===== config.mk =====
export PLATFORM = sky130hd
export DESIGN_NAME = ebw_write_control
export DESIGN_NICKNAME = d
export VERILOG_FILES = /design/src/logic/ebw_pkg.sv /design/src/logic/ebw_write_control.sv
export SDC_FILE = /design/constraint.sdc
export NUM_CORES = 1
export LEC_CHECK = 0
export BUFFER_PORTS_ARGS = -buffer_cell sky130_fd_sc_hd__clkbuf_2
export CAP_MARGIN = 20
export CORE_ASPECT_RATIO = 1.4
export CORE_MARGIN = 8
export CORE_UTILIZATION = 36
export DETAILED_ROUTE_END_ITERATION = 7
export PLACE_DENSITY = 0.73
export SLEW_MARGIN = 10
export SYNTH_ARGS = -nofsm -noshare
export SYNTH_HDL_FRONTEND = slang
export SYNTH_SLANG_ARGS = --single-unit

===== constraint.sdc =====
create_clock -name clk_in -period 0.85 [get_ports clk_in]
set_input_delay 0 -clock clk_in [delete_from_list [all_inputs] [get_ports clk_in]]
set_output_delay 0 -clock clk_in [all_outputs]
set_load 0.05 [all_outputs]

===== src/logic/ebw_pkg.sv =====
// Purpose: constants for the byte write control block
// Assumes: 8-bit control register at a chosen word index
// Notes: bit positions of the two flags are a local choice
package ebw_pkg;
    localparam int ADDR_W = 4;
    localparam logic [3:0] CTRL_OFFSET = 4'h0;
    localparam logic [3:0] STAT_OFFSET = 4'h1;
    localparam int CAPTURE_BIT = 2;
    localparam int VOLTAGE_BIT = 0;
    localparam logic [7:0] CTRL_RESET = 8'h00;
    localparam int ARR_AW = 14;
    localparam int ARR_DW = 8;
    localparam logic [7:0] UNMAPPED_VALUE = 8'h00;
endpackage : ebw_pkg


===== src/logic/ebw_write_control.sv =====
// Purpose: byte write control for a one-time-programmable array
// Assumes: register port and array bus share one clock
// Notes: array access port mirrors the processor's array cycles
`timescale 1ns/1ns

// What this block does
// - with capture set, the next array write is latched for programming.
// - while capture is set, ordinary array reads are blocked.
// - with capture clear, the array paths serve ordinary reads.
// - the voltage flag drives the programming voltage on when 1, off when 0.
// - voltage may be set only if capture was set by an earlier write.
// - one write asking for both flags while capture is clear leaves only capture set; with capture already set it sets both.
// - both flags read back their current values.
module ebw_write_control
(
    input wire logic clk_in,
    input wire logic reset_in,
    input wire logic [ebw_pkg::ADDR_W-1:0] reg_addr_in,
    input wire logic [7:0] reg_wdata_in,
    input wire logic reg_wr_in,
    input wire logic reg_rd_in,
    output logic [7:0] reg_rdata_out,
    input wire logic [ebw_pkg::ARR_AW-1:0] arr_addr_in,
    input wire logic [ebw_pkg::ARR_DW-1:0] arr_wdata_in,
    input wire logic arr_wr_in,
    input wire logic arr_rd_in,
    output logic arr_rd_en_out,
    output logic [ebw_pkg::ARR_AW-1:0] nvm_write_control_addr_out,
    output logic [ebw_pkg::ARR_DW-1:0] nvm_write_control_data_out,
    output logic nvm_write_control_latched_out,
    output logic nvm_write_control_voltage_out
);
    import ebw_pkg::*;

    logic capture_q;
    logic voltage_q;
    logic latched_q;
    logic [ARR_AW-1:0] addr_q;
    logic [ARR_DW-1:0] data_q;
    logic [7:0] rdata_q;
    logic rd_en_q;
    logic ctrl_wr;
    logic [7:0] ctrl_val;

    assign ctrl_wr = reg_wr_in && (reg_addr_in == CTRL_OFFSET);
    assign ctrl_val = {5'h0_0, capture_q, 1'b0, voltage_q};

    // capture flag is freely writable
    always_ff @(posedge clk_in)
    begin
        if (reset_in)
            capture_q <= CTRL_RESET[CAPTURE_BIT];
        else if (ctrl_wr)
            capture_q <= reg_wdata_in[CAPTURE_BIT];
    end

    // voltage only when capture already stood before this write
    always_ff @(posedge clk_in)
    begin
        if (reset_in)
            voltage_q <= CTRL_RESET[VOLTAGE_BIT];
        else if (ctrl_wr)
            voltage_q <= reg_wdata_in[VOLTAGE_BIT] && capture_q;
    end

    // first array write after capture is held for programming
    always_ff @(posedge clk_in)
    begin
        if (reset_in)
        begin
            latched_q <= 1'b0;
            addr_q <= '0;
            data_q <= '0;
        end
        else if (!capture_q)
            latched_q <= 1'b0;
        else if (arr_wr_in && !latched_q)
        begin
            latched_q <= 1'b1;
            addr_q <= arr_addr_in;
            data_q <= arr_wdata_in;
        end
    end

    // read enable toward the array follows the array read, one cycle later, and is held off while capture is set
    always_ff @(posedge clk_in)
    begin
        if (reset_in)
            rd_en_q <= 1'b0;
        else
            rd_en_q <= arr_rd_in && !capture_q;
    end

    always_ff @(posedge clk_in)
    begin
        if (reset_in)
            rdata_q <= 8'h00;
        else if (reg_rd_in && reg_addr_in == CTRL_OFFSET)
            rdata_q <= ctrl_val;
        else if (reg_rd_in && reg_addr_in == STAT_OFFSET)
            rdata_q <= {7'h00, latched_q};
        else
            rdata_q <= UNMAPPED_VALUE;
    end

    assign reg_rdata_out = rdata_q;
    assign arr_rd_en_out = rd_en_q;
    assign nvm_write_control_addr_out = addr_q;
    assign nvm_write_control_data_out = data_q;
    assign nvm_write_control_latched_out = latched_q;
    assign nvm_write_control_voltage_out = voltage_q;

    a_voltage_needs_capture: assert property (@(posedge clk_in)
        disable iff (reset_in)
        (ctrl_wr && !capture_q) |=> !voltage_q)
        else $error("voltage set without earlier capture");

    a_never_both_set: assert property (@(posedge clk_in)
        disable iff (reset_in)
        (ctrl_wr && !capture_q && reg_wdata_in[CAPTURE_BIT]
         && reg_wdata_in[VOLTAGE_BIT]) |=> (capture_q && !voltage_q))
        else $error("both flags set by one write");

    a_read_blocked: assert property (@(posedge clk_in)
        disable iff (reset_in)
        (arr_rd_in && capture_q) |=> !arr_rd_en_out)
        else $error("array read while capture set");

    a_read_normal: assert property (@(posedge clk_in)
        disable iff (reset_in)
        (arr_rd_in && !capture_q) |=> arr_rd_en_out)
        else $error("array read lost with capture clear");

    a_latch_write: assert property (@(posedge clk_in)
        disable iff (reset_in)
        (capture_q && !latched_q && arr_wr_in && !ctrl_wr)
        |=> (latched_q && nvm_write_control_addr_out == $past(arr_addr_in)
             && nvm_write_control_data_out == $past(arr_wdata_in)))
        else $error("array write not latched");

    a_latch_holds: assert property (@(posedge clk_in)
        disable iff (reset_in)
        (latched_q && capture_q) |=> $stable(nvm_write_control_addr_out))
        else $error("latched address changed");

    a_voltage_pin: assert property (@(posedge clk_in)
        disable iff (reset_in)
        (ctrl_wr && capture_q && reg_wdata_in[VOLTAGE_BIT])
        |=> nvm_write_control_voltage_out)
        else $error("voltage not applied");

    a_ctrl_readback: assert property (@(posedge clk_in)
        disable iff (reset_in)
        (reg_rd_in && reg_addr_in == CTRL_OFFSET)
        |=> reg_rdata_out == $past(ctrl_val))
        else $error("control readback wrong");

    a_status_readback: assert property (@(posedge clk_in)
        disable iff (reset_in)
        (reg_rd_in && reg_addr_in == STAT_OFFSET)
        |=> reg_rdata_out == {7'h00, $past(latched_q)})
        else $error("status readback wrong");

    a_unmapped_zero: assert property (@(posedge clk_in)
        disable iff (reset_in)
        (reg_rd_in && reg_addr_in != CTRL_OFFSET && reg_addr_in != STAT_OFFSET)
        |=> reg_rdata_out == UNMAPPED_VALUE)
        else $error("unmapped read not zero");

    a_rdata_idle: assert property (@(posedge clk_in)
        disable iff (reset_in)
        !reg_rd_in |=> reg_rdata_out == UNMAPPED_VALUE)
        else $error("read data outside its cycle");

    a_capture_write: assert property (@(posedge clk_in)
        disable iff (reset_in)
        ctrl_wr |=> capture_q == $past(reg_wdata_in[CAPTURE_BIT]))
        else $error("capture flag not written");

    a_flags_hold: assert property (@(posedge clk_in)
        disable iff (reset_in)
        !ctrl_wr |=> ($stable(capture_q) && $stable(voltage_q)))
        else $error("flags changed without a write");

    a_voltage_clear: assert property (@(posedge clk_in)
        disable iff (reset_in)
        (ctrl_wr && !reg_wdata_in[VOLTAGE_BIT]) |=> !nvm_write_control_voltage_out)
        else $error("voltage not removed");

    a_latch_drops: assert property (@(posedge clk_in)
        disable iff (reset_in)
        !capture_q |=> !nvm_write_control_latched_out)
        else $error("latch kept with capture clear");

    a_latch_data_holds: assert property (@(posedge clk_in)
        disable iff (reset_in)
        (latched_q && capture_q) |=> $stable(nvm_write_control_data_out))
        else $error("latched data changed");

    a_capture_gates_read: assert property (@(posedge clk_in)
        disable iff (reset_in)
        capture_q |=> !arr_rd_en_out)
        else $error("read enabled while capture set");

    a_latch_needs_write: assert property (@(posedge clk_in)
        disable iff (reset_in)
        (!latched_q && !(capture_q && arr_wr_in)) |=> !nvm_write_control_latched_out)
        else $error("latch set without array write");

    // reset is checked without the disable so its effect is seen
    a_reset_idle: assert property (@(posedge clk_in)
        reset_in
        |=> (!nvm_write_control_voltage_out && !nvm_write_control_latched_out && !arr_rd_en_out))
        else $error("outputs not idle after reset");
endmodule : ebw_write_control


==> results.py, run 1 <==
metrics = {
    "sta": {
        "slew_violations": 0,
        "post-route-period-util_pct": 123,
        "skew_ns": 0.00689,
        "timing.hold.ws_ns": -0.0230,
        "setup_viol": 23,
        "rsz0062_at_grt": "true",
        "fin_crit_ns": 1.05,
        "hold_violations": 1,
        "fmax_mhz": 955,
        "worst_slack_ns": -0.198,
    },
    "flow_run": {
        "max_cap_violations": 0,
    },
    "status": {
        "outcome": "complete, but fails checks",
        "violations": "negative hold slack, negative setup slack",
    },
    "clock_tree": {
        "cts-root-buf": "clkbuf_8",
        "clockBufferDepth": 2,
        "insertion_delay_ns": 0.26,
        "path_clk_slew_ns": 0.09,
        "numCtsBuffers": 3,
        "cts_tree": "built",
        "cts_max_level": 1,
        "clkSinkCount": 28,
    },
    "layout": {
        "nNetsFinal": 258,
        "diodes": 0,
        "fillCellCount": 240,
        "syn2layout_area_growth_pct": 78.2,
        "final_common_cell": "nand2_1",
        "final_cell_mix": "45 x nand2_1, 33 x clkbuf_2, 28 x dlygate4sd3_1",
        "fin_cells": 254,
        "drive_gt1_share_pct": 39.2,
    },
    "place": {
        "dp_cells": 222,
        "io_buffer_count": 60,
        "routabilityCongestion": 0.716,
        "dpl.hpwl_mm": 2.21,
    },
    "grt": {
        "track_usage_pct": 12.9,
        "antenna_found_initial": 0,
        "grt_max_degree": 22,
        "grt_pass1_wl_mm": 4.85,
        "globalRoute.totalOverflow": 0,
        "grt_pass1_vias": 1057,
    },
    "synthesis": {
        "synth-seq-cells": 28,
        "syn_avg_cell_area_um2": 8.37,
        "synth.largest_area_cell": "dfxtp_1",
        "yosys_warnings": 0,
        "seq_area_frac_synth_pct": 53.6,
        "synth_cell_type_count": 16,
        "synth_top_area_share_pct": 53.6,
        "synth_area_um2": 1050,
        "synth.area.top_cells": "dfxtp_1 54%, nand2_1 16%, a21oi_1 11%",
        "syn_inst": 125,
    },
    "routing": {
        "vias_per_cell": 4.46,
        "drc_errors": 0,
        "avgRoutedWirePerCell_um": 13.1,
        "drt_wl_total_mm": 3.33,
        "num_vias": 1132,
        "ant_nets": 0,
        "drt_iter0_drc": 38,
        "dr.pass1.iters": 4,
    },
    "worst_setup_path": {
        "end_kind": "register",
        "cp-start-kind": "register",
        "worst_ep_arrival_time_ns": 1.25,
        "critPathKind": "register to register",
        "r2r.worst_path.cells": 4,
        "cp_max_fo": 21,
        "worstPathRequired_ns": 1.05,
    },
    "floorplanning": {
        "initial_core_util_pct": 37.1,
        "die_h_um": 79.8,
        "design.die.area_um2": 4910,
        "row_count": 23,
        "die_w_um": 61.6,
        "ios": 73,
        "coreArea_um2": 2820,
    },
    "power_and_ir_drop": {
        "pwr-share-clk_pct": 29.7,
        "p_total_uw": 2360,
        "combPwrFrac_pct": 14.4,
        "p_per_area_nw_per_um2": 1270,
        "switching_power_uw": 545,
        "ir_drop_mv": 0.918,
        "sw_frac_of_total_pct": 23.0,
        "p_seq_share_pct": 55.8,
        "leakagePower_uw": 0.000799,
        "cell_internal_pwr_uw": 1820,
    },
    "min_path": {
        "whs_path_depth": 3,
        "hp-class": "input port to register",
    },
}
## layout make-up
cell class | count | area, um2 | area share, %
multi-input combinational | 89 | 453 | 24.3
clock buffer | 4 | 45.0 | 2.42
timing repair buffer | 96 | 753 | 40.4
tap | 37 | 46.3 | 2.48
sequential | 28 | 567 | 30.4
## cells in the mapped netlist (all sizes together)
| master | count |
|---|---|
| clkbuf | 2 |
| nor3 | 3 |
| a21oi | 22 |
| dfxtp | 28 |
| nand2 | 45 |
| nor2 | 2 |
| buf | 11 |
| and3b | 2 |
| nand3b | 2 |
| mux2i | 3 |
| conb | 1 |
| nor3b | 1 |
| nand2b | 3 |
## power groups by stage
| stage | Clock (uW) | Combinational (uW) | Sequential, uW |
|---|---|---|---|
| 6_report | 703 | 341 | 1320 |
| 5_1_grt | 781 | 364 | 1320 |
| 4_1_cts | 739 | 331 | 1320 |
| 3_5_place_dp | 0 | 223 | 1350 |
| 3_3_place_gp | 0 | 223 | 1350 |
| 2_1_floorplan | 0 | 119 | 1380 |
## stage by stage
step | area (um2) | util [%] | setup TNS (ns) | setup slack [ns] | hold slack, ns
after global placement | 1400 | 49.6 | -2.29 | -0.119 | 0.216
after global routing | 1860 | 66.1 | -4.87 | -0.253 | 0.0179
after floorplan | 1070 | - | -4.04 | -0.196 | 0.0781
after CTS | 1810 | 64.1 | -3.47 | -0.179 | -0.0205
final | 1860 | 66.1 | -3.53 | -0.198 | -0.0230
after detailed placement | 1400 | 49.6 | -2.85 | -0.159 | 0.217
## routing by layer
metal	share of wire, %	routed length (um)	global-route usage (%)	up-vias
met4	3.1	104	7.09	0
met2	57	1890	23.5	35
li1	-	-	-	572
met3	4.7	157	1.29	10
met1	35	1180	13.4	515
met5	0	0	0	-
## state kept, by name, indices dropped and copies added, names as in the netlist
name,cells
nvm_write_control_data_out,8
capture_q,1
reg_rdata_out,2
nvm_write_control_voltage_out,1
nvm_write_control_latched_out,1
nvm_write_control_addr_out,14
arr_rd_en_out,1
## worst paths after layout
kind	slack (ns)	startpoint	to
max	-0.20	nvm_write_control_latched_out	nvm_write_control_data_out[6]
min	-0.02	arr_wr_in	nvm_write_control_latched_out
max reg2reg	-0.20	nvm_write_control_latched_out	nvm_write_control_data_out[6]
min reg2reg	0.46	nvm_write_control_data_out[4]	nvm_write_control_data_out[4]
## what timing repair did
action	CTS	global route
endpoints found under the setup margin	49	47
resized for setup	30	39
buffers inserted	0	0
hold endpoints to repair	28	0
hold buffers	28	0
## cell families after synthesis
kind of cell | synth area share, %
buffers and inverters | 8.61
flip-flops | 53.6
AND/OR/NAND/NOR | 24.0
AO/OA/AOI/OAI | 10.5
other | 0.359
multiplexers | 2.87
## critical path: stages, from the launching register on
cell and delay [ns]:
dfxtp_4 0.35, and3b_2 0.27, buf_12 0.16, nand2_1 0.08, a21oi_2 0.13
Power figures use the tool's default switching activity.
==> run 2, diff against run 1 <==
- ABC_AREA: not set -> 1
- CORE_UTILIZATION: 36 -> 37
==> run 2 against run 1 <==
The run ends with negative setup slack left. Combinational power increased by 28%. Power increased by 8.3%. Routed wire length increased by 24%. Die area increased by 5.9%. Count of clock-buffer cells in the layout unchanged. Sequential power about the same. Utilization increased by 1.5 points. Synthesized cell count increased by 17%. Flip-flop and latch count unchanged. Final cell count increased by 7.5%. Cell area increased by 11%. Critical path type unchanged. Critical endpoint is now nvm_write_control_addr_out[1].
==> results.py, run 2 <==
metrics = {
    "synthesis": {
        "synth_common_cells": "31 x nand2_1, 28 x dfxtp_1, 24 x nand4_1, 21 x a21oi_1, 9 x nor2_1",
        "synth.largest_area_cell": "dfxtp_1",
        "yosys_warnings": 0,
        "syn_inst": 146,
        "synth_top_area_share_pct": 48.4,
        "seq_area_frac_synth_pct": 48.4,
        "yosysMostFrequentCell": "nand2_1",
        "synth-seq-cells": 28,
        "syn_avg_cell_area_um2": 7.93,
        "synthArstFlopShare_pct": 0,
        "synth_cell_type_count": 14,
        "synth_flop_cell": "dfxtp_1",
        "synth_area_um2": 1160,
        "synth.area.top_cells": "dfxtp_1 48%, nand4_1 13%, nand2_1 10%",
        "synth_edf_count": 0,
    },
    "floorplanning": {
        "die_h_um": 82.2,
        "die_w_um": 63.3,
        "initial_core_util_pct": 37.8,
        "row_count": 24,
        "ios": 73,
        "design.die.area_um2": 5200,
        "coreArea_um2": 3060,
    },
    "routing": {
        "avgRoutedWirePerCell_um": 15.2,
        "vias_per_cell": 4.89,
        "drt_iter0_drc": 45,
        "drt_wl_total_mm": 4.15,
        "num_vias": 1334,
        "dr.pass1.iters": 4,
        "ant_nets": 0,
        "drc_errors": 0,
    },
    "layout": {
        "nNetsFinal": 275,
        "final_common_cell": "clkbuf_2",
        "multiInputGateArea_um2": 533,
        "finalInstanceArea_um2": 2070,
        "final_cell_mix": "33 x clkbuf_2, 29 x nand2_1, 24 x nand4_1, 24 x dlygate4sd3_1, 18 x a21oi_1",
        "utilization_pct": 67.6,
        "fin_cells": 273,
        "drive_gt1_share_pct": 42.3,
        "diodes": 0,
        "syn2layout_area_growth_pct": 79.0,
        "fillCellCount": 266,
        "largest_reg_flops": 14,
        "regArea_um2": 579,
    },
    "flow_run": {
        "max_cap_violations": 0,
    },
    "clock_tree": {
        "numCtsBuffers": 3,
        "cts_max_level": 1,
        "insertion_delay_ns": 0.27,
        "clockBufferDepth": 2,
        "cts-root-buf": "clkbuf_8",
        "clkSinkCount": 28,
        "postCtsSetupRepairBufs": 0,
        "cts_tree": "built",
        "path_clk_slew_ns": 0.09,
    },
    "grt": {
        "track_usage_pct": 14.6,
        "grt_max_degree": 16,
        "globalRoute.totalOverflow": 0,
        "grt_pass1_wl_mm": 6.27,
        "antenna_found_initial": 0,
        "grt_pass1_vias": 1387,
    },
    "worst_setup_path": {
        "critPathKind": "register to register",
        "path_cells": "buf_4 -> nand4_1 -> a21oi_1",
        "cpMaxStageDelayCell": "dfxtp_4",
        "cp_slowest_stage_delay_ns": 0.45,
        "end_kind": "register",
        "crit_family": "flip-flops",
        "path_buf_inv": 1,
        "cp-start-kind": "register",
        "worst_ep_arrival_time_ns": 1.14,
        "worstPathRequired_ns": 1.05,
        "cp_max_fo": 8,
    },
    "status": {
        "outcome": "complete, but fails checks",
        "violations": "negative setup slack",
    },
    "place": {
        "io_buffer_count": 60,
        "dp_cells": 242,
        "dpl.hpwl_mm": 2.58,
        "pre_cts_ws_ns": -0.162,
        "routabilityCongestion": 0.818,
        "place_area_um2": 1530,
    },
    "sta": {
        "post-route-period-util_pct": 110,
        "fmax_mhz": 1070,
        "setup_viol": 25,
        "rsz0062_at_grt": "true",
        "skew_ns": 0.00291,
        "slew_violations": 0,
        "worst_slack_ns": -0.0840,
        "fin_crit_ns": 0.934,
        "hold_violations": 0,
    },
    "power_and_ir_drop": {
        "p_per_area_nw_per_um2": 1240,
        "leakagePower_uw": 0.000881,
        "ir_drop_mv": 1.01,
    },
    "min_path": {
        "hp-class": "input port to register",
    },
}
## run 2: cell types whose count changed in the layout (fill, tap and decap cells not counted), moves of 5 or more
cell,delta
nand4_1,+24
buf_4,-11
nor2_1,+7
a21oi_1,+5
nand2_1,-16
dfxtp_1,-8
inv_1,+5
a21oi_2,-5
dfxtp_2,+7
buf_6,+5
clkbuf_8,+7
## run 2: cell type report
type,count,area share [%]
repair buffers,95,39.7
clock buffers,4,2.66
well taps,39,2.36
flip-flops and latches,28,28.0
multi-input cells,100,25.7
inverters,7,1.63
## run 2: path summary, 6_finish.rpt
path | start | cells past startpoint | slack, ns | to
max | capture_q | 3 | -0.08 | nvm_write_control_addr_out[1]
min | reg_rd_in | 3 | 0.05 | reg_rdata_out[2]
max reg2reg | capture_q | 3 | -0.08 | nvm_write_control_addr_out[1]
min reg2reg | nvm_write_control_addr_out[8] | 2 | 0.47 | nvm_write_control_addr_out[8]
## run 2: layer usage
metal / vias up / part of all wire [%] / global-route usage (%)
li1: 673 / - / -
met1: 611 / 37 / 14.1
met2: 44 / 55 / 28.5
met3: 6 / 6.6 / 5.13
met4: 0 / 1.3 / 5.37
met5: - / 0 / 0
## run 2: report_power, final
part	total, uW	switching, uW	internal, uW	leakage (uW)
sequential	1330	12.2	1320	0.000232
clock	790	376	414	0.0000288
combinational	437	245	192	0.000620
total	2560	634	1930	0.000881
## run 2: worst min-delay path: cells and delay by family
kind | cells | cell delay (ns)
buffers and inverters | 1 | 0.10
AND/OR/NAND/NOR | 2 | 0.17
## run 2: kinds of logic (layout without fill, tap and decap cells)
logic type / count (synthesis) / in the layout / synth area share [%]
AO/OA/AOI/OAI: 22 / 22 / 9.84
AND/OR/NAND/NOR: 70 / 72 / 28.5
buffers and inverters: 25 / 106 / 12.9
other: 1 / 6 / 0.324
flip-flops: 28 / 28 / 48.4
## run 2: timing repair
action | 4_1_cts | 5_1_grt
resized for setup | 49 | 34
setup endpoints to repair | 54 | 49
pin swaps | 3 | 13
hold buffers | 23 | 1
gates cloned | 1 | 2
hold endpoints to repair | 23 | 1
## run 2: metrics by stage
| stage | hold slack, ns | setup TNS (ns) | power, uW |
|---|---|---|---|
| global route | 0.0772 | -2.42 | 2680 |
| detailed placement | 0.217 | -3.42 | 1680 |
| floorplan | 0.121 | -1.71 | 1570 |
| finish | 0.0463 | -1.03 | 2560 |
| CTS | 0.00344 | -1.00 | 2570 |
| global placement | 0.215 | -2.17 | 1670 |
